<file path="src/hdl/host_port_pkg.sv">
// Constants, register map and types for the separate-bus host port.
// Assumes a single pclk domain and an APB register slave with 32-bit data.
//
// Summary of operation
// - Host reaches data through 16-bit two-way data bus and 19-bit address bus.
// - Address bit 18 low selects local data memory, high selects shared program memory.
// - Device stalls the host with ready low; host waits for ready before finishing.
// - Host control register is unreachable from the host in this mode.
// - Each host access becomes one internal DMA read or DMA write; the code refuses register-window accesses without any DMA.
// - Global or first-subsystem reset disables both data and address bus holders.
// - Holder enables live in the bank control register at offset 29h.
// - Bank control bit 2 enables the data-bus holder; resets to 0.
// - Bank control bit 1 enables the address-bus holder; resets to 0.
// - Bank control bits 15..3 and bit 0 always read as zero.
// - During CPU idle one or two, clocks are gated on per access only; the code keeps them on while the CPU is also halted.
// - Host port leaves reset independently of the CPU for code download.
// - Host port keeps serving while the CPU is halted by emulation.
// - Multiplexer connects the host bus to exactly one selected subsystem.
// - Select pins upper/lower: 00 A, 01 B, 10 C, 11 D.
// - Host memory view equals DMA map but excludes memory-mapped registers.
// - Ready holds off the host while the serving DMA transfer is pending.
package host_port_pkg;

  // ---------------------------------------------------------------
  // Register map
  // ---------------------------------------------------------------
  // Printed offset is not a multiple of four, so it is an index
  localparam logic [7:0] BANK_CTRL_INDEX = 8'h29;
  localparam logic [11:0] BANK_CTRL_ADDR = {2'h0, BANK_CTRL_INDEX, 2'h0};
  localparam logic [7:0] PORT_STATUS_INDEX = 8'h2A;
  localparam logic [11:0] PORT_STATUS_ADDR = {2'h0, PORT_STATUS_INDEX, 2'h0};
  localparam logic [7:0] MMR_LIMIT_INDEX = 8'h2B;
  localparam logic [11:0] MMR_LIMIT_ADDR = {2'h0, MMR_LIMIT_INDEX, 2'h0};
  localparam int BANK_DATA_HOLD_BIT = 2;
  localparam int BANK_ADDR_HOLD_BIT = 1;
  localparam logic [15:0] BANK_CTRL_RESET = 16'h0000;
  localparam logic [15:0] BANK_CTRL_MASK = 16'h0006;
  // Default top of the memory-mapped register area in data page 0
  localparam logic [15:0] MMR_LIMIT_RESET = 16'h005F;

  // ---------------------------------------------------------------
  // Host bus geometry
  // ---------------------------------------------------------------
  localparam int HOST_DATA_W = 16;
  localparam int HOST_ADDR_W = 19;
  localparam int SPACE_BIT = 18;
  localparam int SUBSYS_N = 4;

  // Host port sequencer states
  typedef enum logic [2:0] {
    HP_IDLE,
    HP_WAKE,
    HP_DMA,
    HP_DONE,
    HP_REJECT
  } host_state_t;

endpackage

</file>
<file path="src/hdl/dma_link_if.sv">
// DMA request/answer bundle between host port and memory selector.
// Assumes one pclk domain; request holds until gnt.
`timescale 1ns/10ps
interface dma_link_if;
  logic req;
  logic wr;
  logic shared;
  logic [17:0] addr;
  logic [15:0] wdata;
  logic gnt;
  logic [15:0] rdata;
  modport port (output req, wr, shared, addr, wdata, input gnt, rdata);
  modport mem (input req, wr, shared, addr, wdata, output gnt, rdata);
endinterface

</file>
<file path="src/hdl/host_port_nonmux.sv">
// Separate address/data host port with APB register slave.
// Assumes host pins synchronous to pclk; DMA side grants with held request.
`timescale 1ns/10ps
module host_port_nonmux (
  input wire logic pclk,                  // Device CPU clock
  input wire logic presetn,               // Global reset, low active
  input wire logic sub_a_resetn,          // First-subsystem reset, low active
  input wire logic port_resetn,           // Host port own reset, low active
  input wire logic [11:0] paddr,          // APB byte address
  input wire logic psel,                  // APB select
  input wire logic penable,               // APB access phase
  input wire logic pwrite,                // APB direction
  input wire logic [31:0] pwdata,         // APB write data
  output logic [31:0] prdata,             // APB read data
  output logic pready,                    // APB ready
  output logic pslverr,                   // APB error
  input wire logic [18:0] host_address_bus_i, // Host address in
  input wire logic host_address_bus_oe_ext, // Some party drives address bus
  output logic [18:0] host_address_bus_o, // Address holder drive
  output logic host_address_bus_oe,       // Address holder enable
  input wire logic [15:0] host_data_bus_i, // Host data in
  output logic [15:0] host_data_bus_o,    // Host data out
  output logic host_data_bus_oe,          // Data bus drive enable
  input wire logic host_data_bus_host_oe, // Host drives data bus
  input wire logic host_data_strobe_one_n, // Data strobe one, low active
  input wire logic host_data_strobe_two_n, // Data strobe two, low active
  input wire logic host_chip_select_n,    // Chip select, low active
  input wire logic host_read_write,       // High read, low write
  output logic host_ready,                // High when access may finish
  input wire logic port_select_low,       // Subsystem select lower pin
  input wire logic port_select_high,      // Subsystem select upper pin
  input wire logic cpu_idle,              // CPU in idle one or two
  input wire logic cpu_halted,            // CPU halted by emulation
  output logic mem_clk_en,                // Memory clock request
  output logic [3:0] sub_req,             // DMA request per subsystem
  output logic sub_wr,                    // DMA write
  output logic sub_shared,                // DMA to shared program memory
  output logic [17:0] sub_addr,           // DMA word address
  output logic [15:0] sub_wdata,          // DMA write data
  input wire logic [3:0] sub_gnt,         // DMA grant per subsystem
  input wire logic [63:0] sub_rdata       // DMA read data per subsystem
);

  // ---------------------------------------------------------------
  // Resets
  // ---------------------------------------------------------------
  // Register file clears on global or subsystem A reset
  logic reg_rst_n;
  // Port core clears on global or its own reset; the CPU reset is not here
  logic port_rst_n;
  assign reg_rst_n = presetn & sub_a_resetn;
  assign port_rst_n = presetn & port_resetn;

  // ---------------------------------------------------------------
  // Register file
  // ---------------------------------------------------------------
  logic [15:0] bank_ctrl_reg;
  logic [15:0] mmr_limit_reg;
  logic [15:0] rdata_reg;
  logic reject_reg;
  logic [15:0] access_count_reg;
  host_port_pkg::host_state_t state_reg;
  logic apb_wr;
  logic data_hold_en;
  logic addr_hold_en;

  // Zero wait state slave: pready high in every access phase
  assign pready = 1'b1;
  assign apb_wr = psel & penable & pwrite;
  assign data_hold_en = bank_ctrl_reg[host_port_pkg::BANK_DATA_HOLD_BIT];
  assign addr_hold_en = bank_ctrl_reg[host_port_pkg::BANK_ADDR_HOLD_BIT];

  function automatic logic addr_known(input logic [11:0] a);
    addr_known = (a == host_port_pkg::BANK_CTRL_ADDR) ||
                 (a == host_port_pkg::PORT_STATUS_ADDR) ||
                 (a == host_port_pkg::MMR_LIMIT_ADDR);
  endfunction

  // Bank control write; reserved bits never store
  always_ff @(posedge pclk or negedge reg_rst_n) begin
    if (!reg_rst_n) begin
      bank_ctrl_reg <= host_port_pkg::BANK_CTRL_RESET;
    end else if (apb_wr && paddr == host_port_pkg::BANK_CTRL_ADDR) begin
      bank_ctrl_reg <= pwdata[15:0] & host_port_pkg::BANK_CTRL_MASK;
    end
  end

  // Top of the register area the host must not reach
  always_ff @(posedge pclk or negedge reg_rst_n) begin
    if (!reg_rst_n) begin
      mmr_limit_reg <= host_port_pkg::MMR_LIMIT_RESET;
    end else if (apb_wr && paddr == host_port_pkg::MMR_LIMIT_ADDR) begin
      mmr_limit_reg <= pwdata[15:0];
    end
  end

  // Read mux; unmapped addresses read zero and flag pslverr
  always_comb begin
    prdata = 32'h00000000;
    pslverr = psel & penable & ~addr_known(paddr);
    case (paddr)
      host_port_pkg::BANK_CTRL_ADDR: prdata = {16'h0000, bank_ctrl_reg};
      host_port_pkg::PORT_STATUS_ADDR: prdata = {access_count_reg, 8'h00, reject_reg,
                                                 host_ready, port_select_high, port_select_low,
                                                 1'b0, state_reg};
      host_port_pkg::MMR_LIMIT_ADDR: prdata = {16'h0000, mmr_limit_reg};
      default: prdata = 32'h00000000;
    endcase
  end

  // ---------------------------------------------------------------
  // Host access sequencer
  // ---------------------------------------------------------------
  logic strobe;
  logic [17:0] acc_addr_reg;
  logic acc_shared_reg;
  logic acc_wr_reg;
  logic [15:0] acc_wdata_reg;
  logic is_mmr;
  dma_link_if link ();

  // Both strobes and chip select must be low for an access
  assign strobe = ~host_chip_select_n & ~host_data_strobe_one_n & ~host_data_strobe_two_n;
  // Register area sits only in local data page 0
  assign is_mmr = ~host_address_bus_i[host_port_pkg::SPACE_BIT] &&
                  host_address_bus_i[17:16] == 2'h0 &&
                  host_address_bus_i[15:0] <= mmr_limit_reg;

  // Idle and halt do not gate the port: no CPU state enters the sequencer
  always_ff @(posedge pclk or negedge port_rst_n) begin
    if (!port_rst_n) begin
      state_reg <= host_port_pkg::HP_IDLE;
    end else begin
      case (state_reg)
        host_port_pkg::HP_IDLE: begin
          if (strobe && is_mmr) begin
            state_reg <= host_port_pkg::HP_REJECT;
          end else if (strobe) begin
            state_reg <= host_port_pkg::HP_WAKE;
          end
        end
        // One cycle for the memory clocks to come up
        host_port_pkg::HP_WAKE: state_reg <= host_port_pkg::HP_DMA;
        host_port_pkg::HP_DMA: begin
          if (link.gnt) begin
            state_reg <= host_port_pkg::HP_DONE;
          end
        end
        host_port_pkg::HP_DONE, host_port_pkg::HP_REJECT: begin
          if (!strobe) begin
            state_reg <= host_port_pkg::HP_IDLE;
          end
        end
        default: state_reg <= host_port_pkg::HP_IDLE;
      endcase
    end
  end

  // Capture the access at the strobe; address split on bit 18
  always_ff @(posedge pclk or negedge port_rst_n) begin
    if (!port_rst_n) begin
      acc_addr_reg <= 18'h00000;
      acc_shared_reg <= 1'b0;
      acc_wr_reg <= 1'b0;
      acc_wdata_reg <= 16'h0000;
    end else if (state_reg == host_port_pkg::HP_IDLE && strobe) begin
      acc_addr_reg <= host_address_bus_i[17:0];
      acc_shared_reg <= host_address_bus_i[host_port_pkg::SPACE_BIT];
      acc_wr_reg <= ~host_read_write;
      acc_wdata_reg <= host_data_bus_i;
    end
  end

  // Read data returned by the DMA; rejected reads return zero
  always_ff @(posedge pclk or negedge port_rst_n) begin
    if (!port_rst_n) begin
      rdata_reg <= 16'h0000;
    end else if (state_reg == host_port_pkg::HP_DMA && link.gnt && !acc_wr_reg) begin
      rdata_reg <= link.rdata;
    end else if (state_reg == host_port_pkg::HP_IDLE && strobe && is_mmr) begin
      rdata_reg <= 16'h0000;
    end
  end

  // Sticky reject flag and access counter for software visibility
  always_ff @(posedge pclk or negedge port_rst_n) begin
    if (!port_rst_n) begin
      reject_reg <= 1'b0;
      access_count_reg <= 16'h0000;
    end else begin
      if (state_reg == host_port_pkg::HP_IDLE && strobe && is_mmr) begin
        reject_reg <= 1'b1;
      end else if (apb_wr && paddr == host_port_pkg::PORT_STATUS_ADDR && pwdata[7]) begin
        reject_reg <= 1'b0;
      end
      if (state_reg == host_port_pkg::HP_DMA && link.gnt) begin
        access_count_reg <= access_count_reg + 16'h0001;
      end
    end
  end

  // Every host access outside the register window is one DMA transaction; no control-register path exists
  assign link.req = (state_reg == host_port_pkg::HP_DMA);
  assign link.wr = acc_wr_reg;
  assign link.shared = acc_shared_reg;
  assign link.addr = acc_addr_reg;
  assign link.wdata = acc_wdata_reg;
  assign sub_wr = link.wr;
  assign sub_shared = link.shared;
  assign sub_addr = link.addr;
  assign sub_wdata = link.wdata;

  // Clocks run from wake through the DMA, and always while the CPU is not idle or is halted
  assign mem_clk_en = (state_reg == host_port_pkg::HP_WAKE) ||
                      (state_reg == host_port_pkg::HP_DMA) || ~cpu_idle | cpu_halted;

  // Ready low until the DMA has answered or the access is refused
  assign host_ready = (state_reg == host_port_pkg::HP_DONE) ||
                      (state_reg == host_port_pkg::HP_REJECT) ||
                      (state_reg == host_port_pkg::HP_IDLE && !strobe);

  subsys_select u_sel (
    .sel({port_select_high, port_select_low}),
    .link(link),
    .sub_req(sub_req),
    .sub_gnt(sub_gnt),
    .sub_rdata(sub_rdata)
  );

  // ---------------------------------------------------------------
  // Bus holders
  // ---------------------------------------------------------------
  logic [15:0] data_last_reg;
  logic [18:0] addr_last_reg;

  // Remember last driven levels; holders keep them while nobody drives
  always_ff @(posedge pclk or negedge reg_rst_n) begin
    if (!reg_rst_n) begin
      data_last_reg <= 16'h0000;
      addr_last_reg <= 19'h00000;
    end else begin
      if (host_data_bus_host_oe) begin
        data_last_reg <= host_data_bus_i;
      end else if (host_data_bus_oe) begin
        data_last_reg <= host_data_bus_o;
      end
      if (host_address_bus_oe_ext) begin
        addr_last_reg <= host_address_bus_i;
      end
    end
  end

  // Read data drive wins over the holder; holder only when bus is floating
  always_comb begin
    if (state_reg == host_port_pkg::HP_DONE && !acc_wr_reg && strobe && host_read_write) begin
      host_data_bus_o = rdata_reg;
      host_data_bus_oe = 1'b1;
    end else if (state_reg == host_port_pkg::HP_REJECT && strobe && host_read_write) begin
      host_data_bus_o = rdata_reg;
      host_data_bus_oe = 1'b1;
    end else begin
      host_data_bus_o = data_last_reg;
      host_data_bus_oe = data_hold_en & ~host_data_bus_host_oe;
    end
  end

  assign host_address_bus_o = addr_last_reg;
  assign host_address_bus_oe = addr_hold_en & ~host_address_bus_oe_ext;

endmodule

</file>
<file path="src/hdl/subsys_select.sv">
// Host bus multiplexer: one DMA request reaches exactly one subsystem.
// Assumes select pins are synchronous and stable during an access.
`timescale 1ns/10ps
module subsys_select (
  input wire logic [1:0] sel,             // Upper/lower select pins
  dma_link_if.mem link,                   // Request from the host port
  output logic [3:0] sub_req,             // One request line per subsystem
  input wire logic [3:0] sub_gnt,         // Grant from each subsystem
  input wire logic [63:0] sub_rdata       // Read data, 16 bits per subsystem
);

  // ---------------------------------------------------------------
  // One-hot steering
  // ---------------------------------------------------------------
  // Only the picked subsystem ever sees a request
  always_comb begin
    sub_req = 4'h0;
    sub_req[sel] = link.req;
  end

  assign link.gnt = sub_gnt[sel];
  assign link.rdata = sub_rdata[sel*16 +: 16];

endmodule

</file>
<file path="config.mk">
export PLATFORM = sky130hd
export DESIGN_NAME = host_port_nonmux
export DESIGN_NICKNAME = d
export VERILOG_FILES = /design/src/hdl/host_port_pkg.sv /design/src/hdl/dma_link_if.sv /design/src/hdl/host_port_nonmux.sv /design/src/hdl/subsys_select.sv
export SDC_FILE = /design/constraint.sdc
export NUM_CORES = 1
export LEC_CHECK = 0
export BUFFER_PORTS_ARGS = -buffer_cell sky130_fd_sc_hd__buf_2
export CAP_MARGIN = 25
export CORE_ASPECT_RATIO = 1.1
export CORE_MARGIN = 4
export CORE_UTILIZATION = 52
export DETAILED_ROUTE_END_ITERATION = 7
export MAX_ROUTING_LAYER = met4
export PLACE_DENSITY = 0.9
export SYNTH_ARGS = -nofsm -noshare
export SYNTH_HDL_FRONTEND = slang
export SYNTH_HIERARCHICAL = 1
export SYNTH_SLANG_ARGS = --single-unit
</file>
<file path="constraint.sdc">
create_clock -name pclk -period 5.9 [get_ports pclk]
set_clock_uncertainty 0.15 [all_clocks]
set_input_delay 0.295 -clock pclk [delete_from_list [all_inputs] [get_ports pclk]]
set_output_delay 0.295 -clock pclk [all_outputs]
set_load 0.01 [all_outputs]
</file>
## After elaboration in Yosys (flattened, before gate mapping)

Cells that the tools add are included.

| cells by class | value |
|---|---|
| $lt $le $gt $ge | 3 |
| eq/ne operators | 10 |
| mux-type cells | 20 |
| bitwise logic cells | 20 |
| add/subtract/negate cells | 1 |
| reduce and logical (&&, ||, !) cells | 33 |
| shift operators | 1 |

Operator list:

| operator | number |
|---|---|
| $mux 16 | 6 |
| $pmux 32 s3 | 1 |
| $shiftx 64x7->16 | 1 |
| $eq 12x8->1 const B | 3 |
| $logic_and 1x1->1 | 18 |
| $add 16x1->16 const B | 1 |
| $le 16x16->1 | 1 |
| $mux 3 | 4 |
| $pmux 3 s4 | 1 |
| $and 1x1->1 | 9 |
| $not 1->1 | 9 |
| $eq 3x2->1 const B | 2 |
| $logic_or 1x1->1 | 6 |
| $mux 1 | 6 |
| $reduce_bool 2->1 | 3 |
| $and 4x4->4 | 1 |
| $ne 2x2->1 const B | 2 |
| $eq 3x1->1 const B | 1 |
| $eq 3x3->1 const B | 1 |
| $logic_not 3->1 | 1 |
| $lt 2x3->1 const B | 1 |
| $ne 3x3->1 const B | 1 |
| $reduce_and 3->1 | 1 |
| $bmux 1 s2 | 1 |
| other kinds (6) | 7 |

| storage, ports and cells | value |
|---|---|
| bits of input ports | 164 |
| logic and storage cells | 100 |
| output and inout bits | 113 |
| register bits | 125 |

## Longest topological paths before layout

| logic depth | value |
|---|---|
| depth after elaboration | 9 |
| mapped depth | 9 |
| mapped depth without buffers | 7 |

## Hierarchy

Netlist, hierarchy kept.

Modules (own cells, without submodules):

| module | times used | seq. area each (um^2) | cells an instance | area each (um^2) |
|---|---|---|---|---|
| host_port_nonmux | 1 | 3135.5 | 509 | 6050.8 |
| subsys_select | 1 | 0.0 | 25 | 450.4 |

## Worst setup path after synthesis

Ideal clock, no wire load.

| timing path | value |
|---|---|
| path kind | reg2reg |
| start | register mmr_limit_reg[13] |
| end | register rdata_reg[10] |
| data required time | 5.622 ns |
| slack | 3.609 ns |
| cell stages (with the launch flop) | 9 |
| setup time | 0.128 ns |
| path buffers | 1 |
| data arrival time | 2.013 ns |
| period minus slack after synthesis | 2.291 ns |
| cell sequence | dfrtp_1 inv_1 ha_1 a211oi_1 o211ai_1 or4_1 nor3b_2 buf_6 o21ai_0 |

| on the way | value |
|---|---|
| cells in the longest elaborated chain, start to end | 4 |

RTL lines:

| element | RTL line | source |
|---|---|---|
| from (decl) | host_port_nonmux.sv:58 | `logic [15:0] mmr_limit_reg;` |
| from (signal assigned) | host_port_nonmux.sv:91 | `mmr_limit_reg <= host_port_pkg::MMR_LIMIT_RESET;` |
| from (signal assigned) | host_port_nonmux.sv:93 | `mmr_limit_reg <= pwdata[15:0];` |
| $le 16x16->1 (implied by the code) | host_port_nonmux.sv:127 | `host_address_bus_i[15:0] <= mmr_limit_reg;` |
| $logic_and 1x1->1 | host_port_nonmux.sv:126 | `host_address_bus_i[17:16] == 2'h0 &&` |
| $logic_and 1x1->1 | host_port_nonmux.sv:180 | `end else if (state_reg == host_port_pkg::HP_IDLE && strobe && is_mmr) begin` |
| $reduce_bool 2->1 (no line) | -- |  |
| to (signal assigned) | host_port_nonmux.sv:179 | `rdata_reg <= link.rdata;` |
| to (decl) | host_port_nonmux.sv:59 | `logic [15:0] rdata_reg;` |

Every way passes these cells.
A chain may end at the register's enable or synchronous reset.

## Worst setup path in the final report

| timing path | value |
|---|---|
| start | input host_address_bus_i[14] |
| end | register rdata_reg[7] |

| on the way | value |
|---|---|
| cells in the longest elaborated chain, start to end | 4 |

RTL lines:

| element | RTL line | source |
|---|---|---|
| from (decl) | host_port_nonmux.sv:17 | `input wire logic [18:0] host_address_bus_i,` |
| $le 16x16->1 (implied by the code) | host_port_nonmux.sv:127 |  |
| $logic_and 1x1->1 | host_port_nonmux.sv:126 |  |
| $logic_and 1x1->1 | host_port_nonmux.sv:180 |  |
| $reduce_bool 2->1 (no line) | -- |  |

Every way passes these cells.

==> metrics.yaml <==
outcome: "finished, final reports clean"
cp-start-kind: "primary input"
antenna_found_initial: 0
clock-sinks: 125
ir_drop_uv: 274
wl_per_cell_um: 21.4
overflow: 0
cp-end-kind: "register"
syn_inst: 534
finalCritPeriodShare_pct: 54.0
slew_headroom_pct: 34.3
slowest_delay_ps: 850
largest_reg_flops: 19
fin_crit_ps: 3180
ctsResizeCount: 0
viasPerCell: 5.81
drc_errors: 0
grt_pass1_wl_um: 32400
grt_max_degree: 73
intPower_uw: 2360
numCtsBuffers: 17
gp_congestion: 0.864
dpl-instance-area_mm2: 0.00786
avgSynthCellArea_um2: 12.2
pwr_density_cell_mw_per_mm2: 373
p_seq_share_pct: 36.9
max_freq_mhz: 314
layout-drive-gt1-share_pct: 51.0
nets: 1016
final_common_cell: "buf_2"
synth_cell_types: 48
io_buffers: 259
clkSlewWorstSetupHoldPaths_ps: 60
ant_nets: 0
hp-class: "primary input to asynchronous set/reset pin"
clk_latency_ps: 420
synth.area.top_cells: "dfrtp_1, mux2_2, mux4_2"
ys_seq_area_share_pct: 48.2
dp.final_hpwl_um: 13400
grt_use_total_pct: 30.2
synth_top_area_share_pct: 45.8
slew_violations: 0
root_buffer: "clkbuf_16"
drt_iter0_drc: 426
clock_path_buffers: 2
coreArea_mm2: 0.0121
start_util_pct: 53.6
die-area_mm2: 0.0144
p_sw_uw: 1030
setup_tns_ps: 0
drt_wl_total_um: 21400
p_leak_uw: 0.00452
grt_pass1_vias: 6124
area_growth_pct: 39.6
first_pass_iters: 5
htreeDepth: 4
worst_path_most_repeated_cell: "nand4_1"
rsz0062_at_grt: "false"
yosysWarningCount: 6
die_y_um: 125
num_vias: 5811
ys_seq_elements: 125
crit_path_cell_trace: "dlygate4sd3_1 > buf_2 > ha_1 > nand4_1 > nor4_1 > nand4_1 > nand3_1 > o21ai_0"
worstPathRequired_ps: 6030
fin_area_mm2: 0.00908
hold_viol: 0
synth.cell_area_mm2: 0.00650
final_cell_mix: "buf_2, dfrtp_1, mux2_2"
path_max_fanout: 18
pin_count: 277
critical_path.slowest_cell: "nand4_1"
cts_tree: "yes"
synth_nets: 715
yosys.area.top_type: "dfrtp_1"
criticalPathCategory: "primary input to register"
maxCapViolations: 0
swShare_pct: 30.3
fp-row-count: 42
worst_pin_slew_ps: 983
setup_viol: 0
ff2ff_path_depth: 7
dieWidth_um: 115
antenna_cells: 0
clkPwrFrac_pct: 34.5
cp_data_arrival_time_ps: 3310
power_frac_comb_pct: 28.6
[area by class of cell]
cell class                      instances  area (µm²)
Clock buffer                           21         470
Inverter                               18        67.6
Timing Repair Buffer                  315        1890
Multi-Input combinational cell        358        3130
Tap cell                              154         193
Clock inverter                         10         186
Sequential cell                       125        3140
Fill cell                             749        3060
[timing repair]
item / 4_1_cts / 5_1_grt
endpoints found under the setup margin: 0 / 0
endpoints found under the hold margin: 70 / 35
buffers inserted: 0 / 0
hold buffers: 47 / 2
[worst max-delay path, delay by kind of cell]
family / cells / cell delay (ps)
AO/OA/AOI/OAI: 1 / 130
adder cells (fa/ha/maj): 1 / 300
buffers and inverters: 2 / 680
AND/OR/NAND/NOR: 4 / 1890
[through the flow]
stage / power (µW) / hold slack (ps) / util, % / cells / setup WS, ps
floorplan: 1800 / 257 / - / 534 / 3230
global placement: 2110 / 307 / 64.6 / 917 / 2680
detailed placement: 2160 / 313 / 64.7 / 918 / 2660
CTS: 3360 / 0.630 / 74.0 / 996 / 2800
global route: 3560 / 4.51 / 74.8 / 1001 / 2550
finish: 3390 / 6.86 / 74.8 / 1001 / 2720
[final timing paths]
kind	slack, ps	from	endpoint
worst min-delay path	7	sub_a_resetn	host_address_bus_o[12]
min in group pclk	10	host_address_bus_i[4]	host_address_bus_o[4]
worst max register to register	2810	mmr_limit_reg[14]	rdata_reg[7]
worst max-delay path	2720	host_address_bus_i[14]	rdata_reg[7]
max in group asynchronous	3980	port_resetn	reject_reg
worst min register to register	320	access_count_reg[15]	access_count_reg[15]
[cell families after synthesis]
logic type               share of synthesized area, %
AND/OR/NAND/NOR                                  12.5
flip-flops                                       48.2
multiplexers                                     24.5
AO/OA/AOI/OAI                                    5.56
buffers and inverters                            3.71
adder cells (fa/ha/maj)                          3.27
XOR/XNOR                                         2.16
other                                          0.0577
[power groups by stage]
| stage | logic (µW) | clock network, µW | registers [µW] |
|---|---|---|---|
| 2_1_floorplan | 531 | 0 | 1270 |
| 3_3_place_gp | 876 | 0 | 1230 |
| 3_5_place_dp | 912 | 0 | 1250 |
| 4_1_cts | 947 | 1170 | 1240 |
| 5_1_grt | 1070 | 1220 | 1270 |
| 6_report | 971 | 1170 | 1250 |
[Yosys cell counts (all sizes together)]
library cell,instances
dfrtp,119
mux2,107
and2,28
o21ai,25
nand3,24
and3,23
a21oi,21
buf,18
inv,18
ha,17
mux4,17
clkbuf,15
nand2,15
nor2,9
xnor2,9
nor3,8
nand4,7
nor2b,7
xor2,7
dfstp,6
a22o,5
and4,3
nor3b,3
a21o,2
a22oi,2
and3b,2
nor4,2
o211ai,2
or3,2
a211oi,1
a21boi,1
and4bb,1
conb,1
nand2b,1
nor4b,1
nor4bb,1
o2bb2ai,1
o311a,1
o32ai,1
or4,1
[per-layer routing]
metal | vias up | share of wire, % | track usage, %
li1 | 2553 | - | -
met1 | 2859 | 37 | 36.0
met2 | 318 | 51 | 49.4
met3 | 81 | 7.5 | 6.86
met4 | 0 | 4.0 | 12.4
met5 | - | 0 | -
Note: power is estimated with default switching activity, not from simulation.
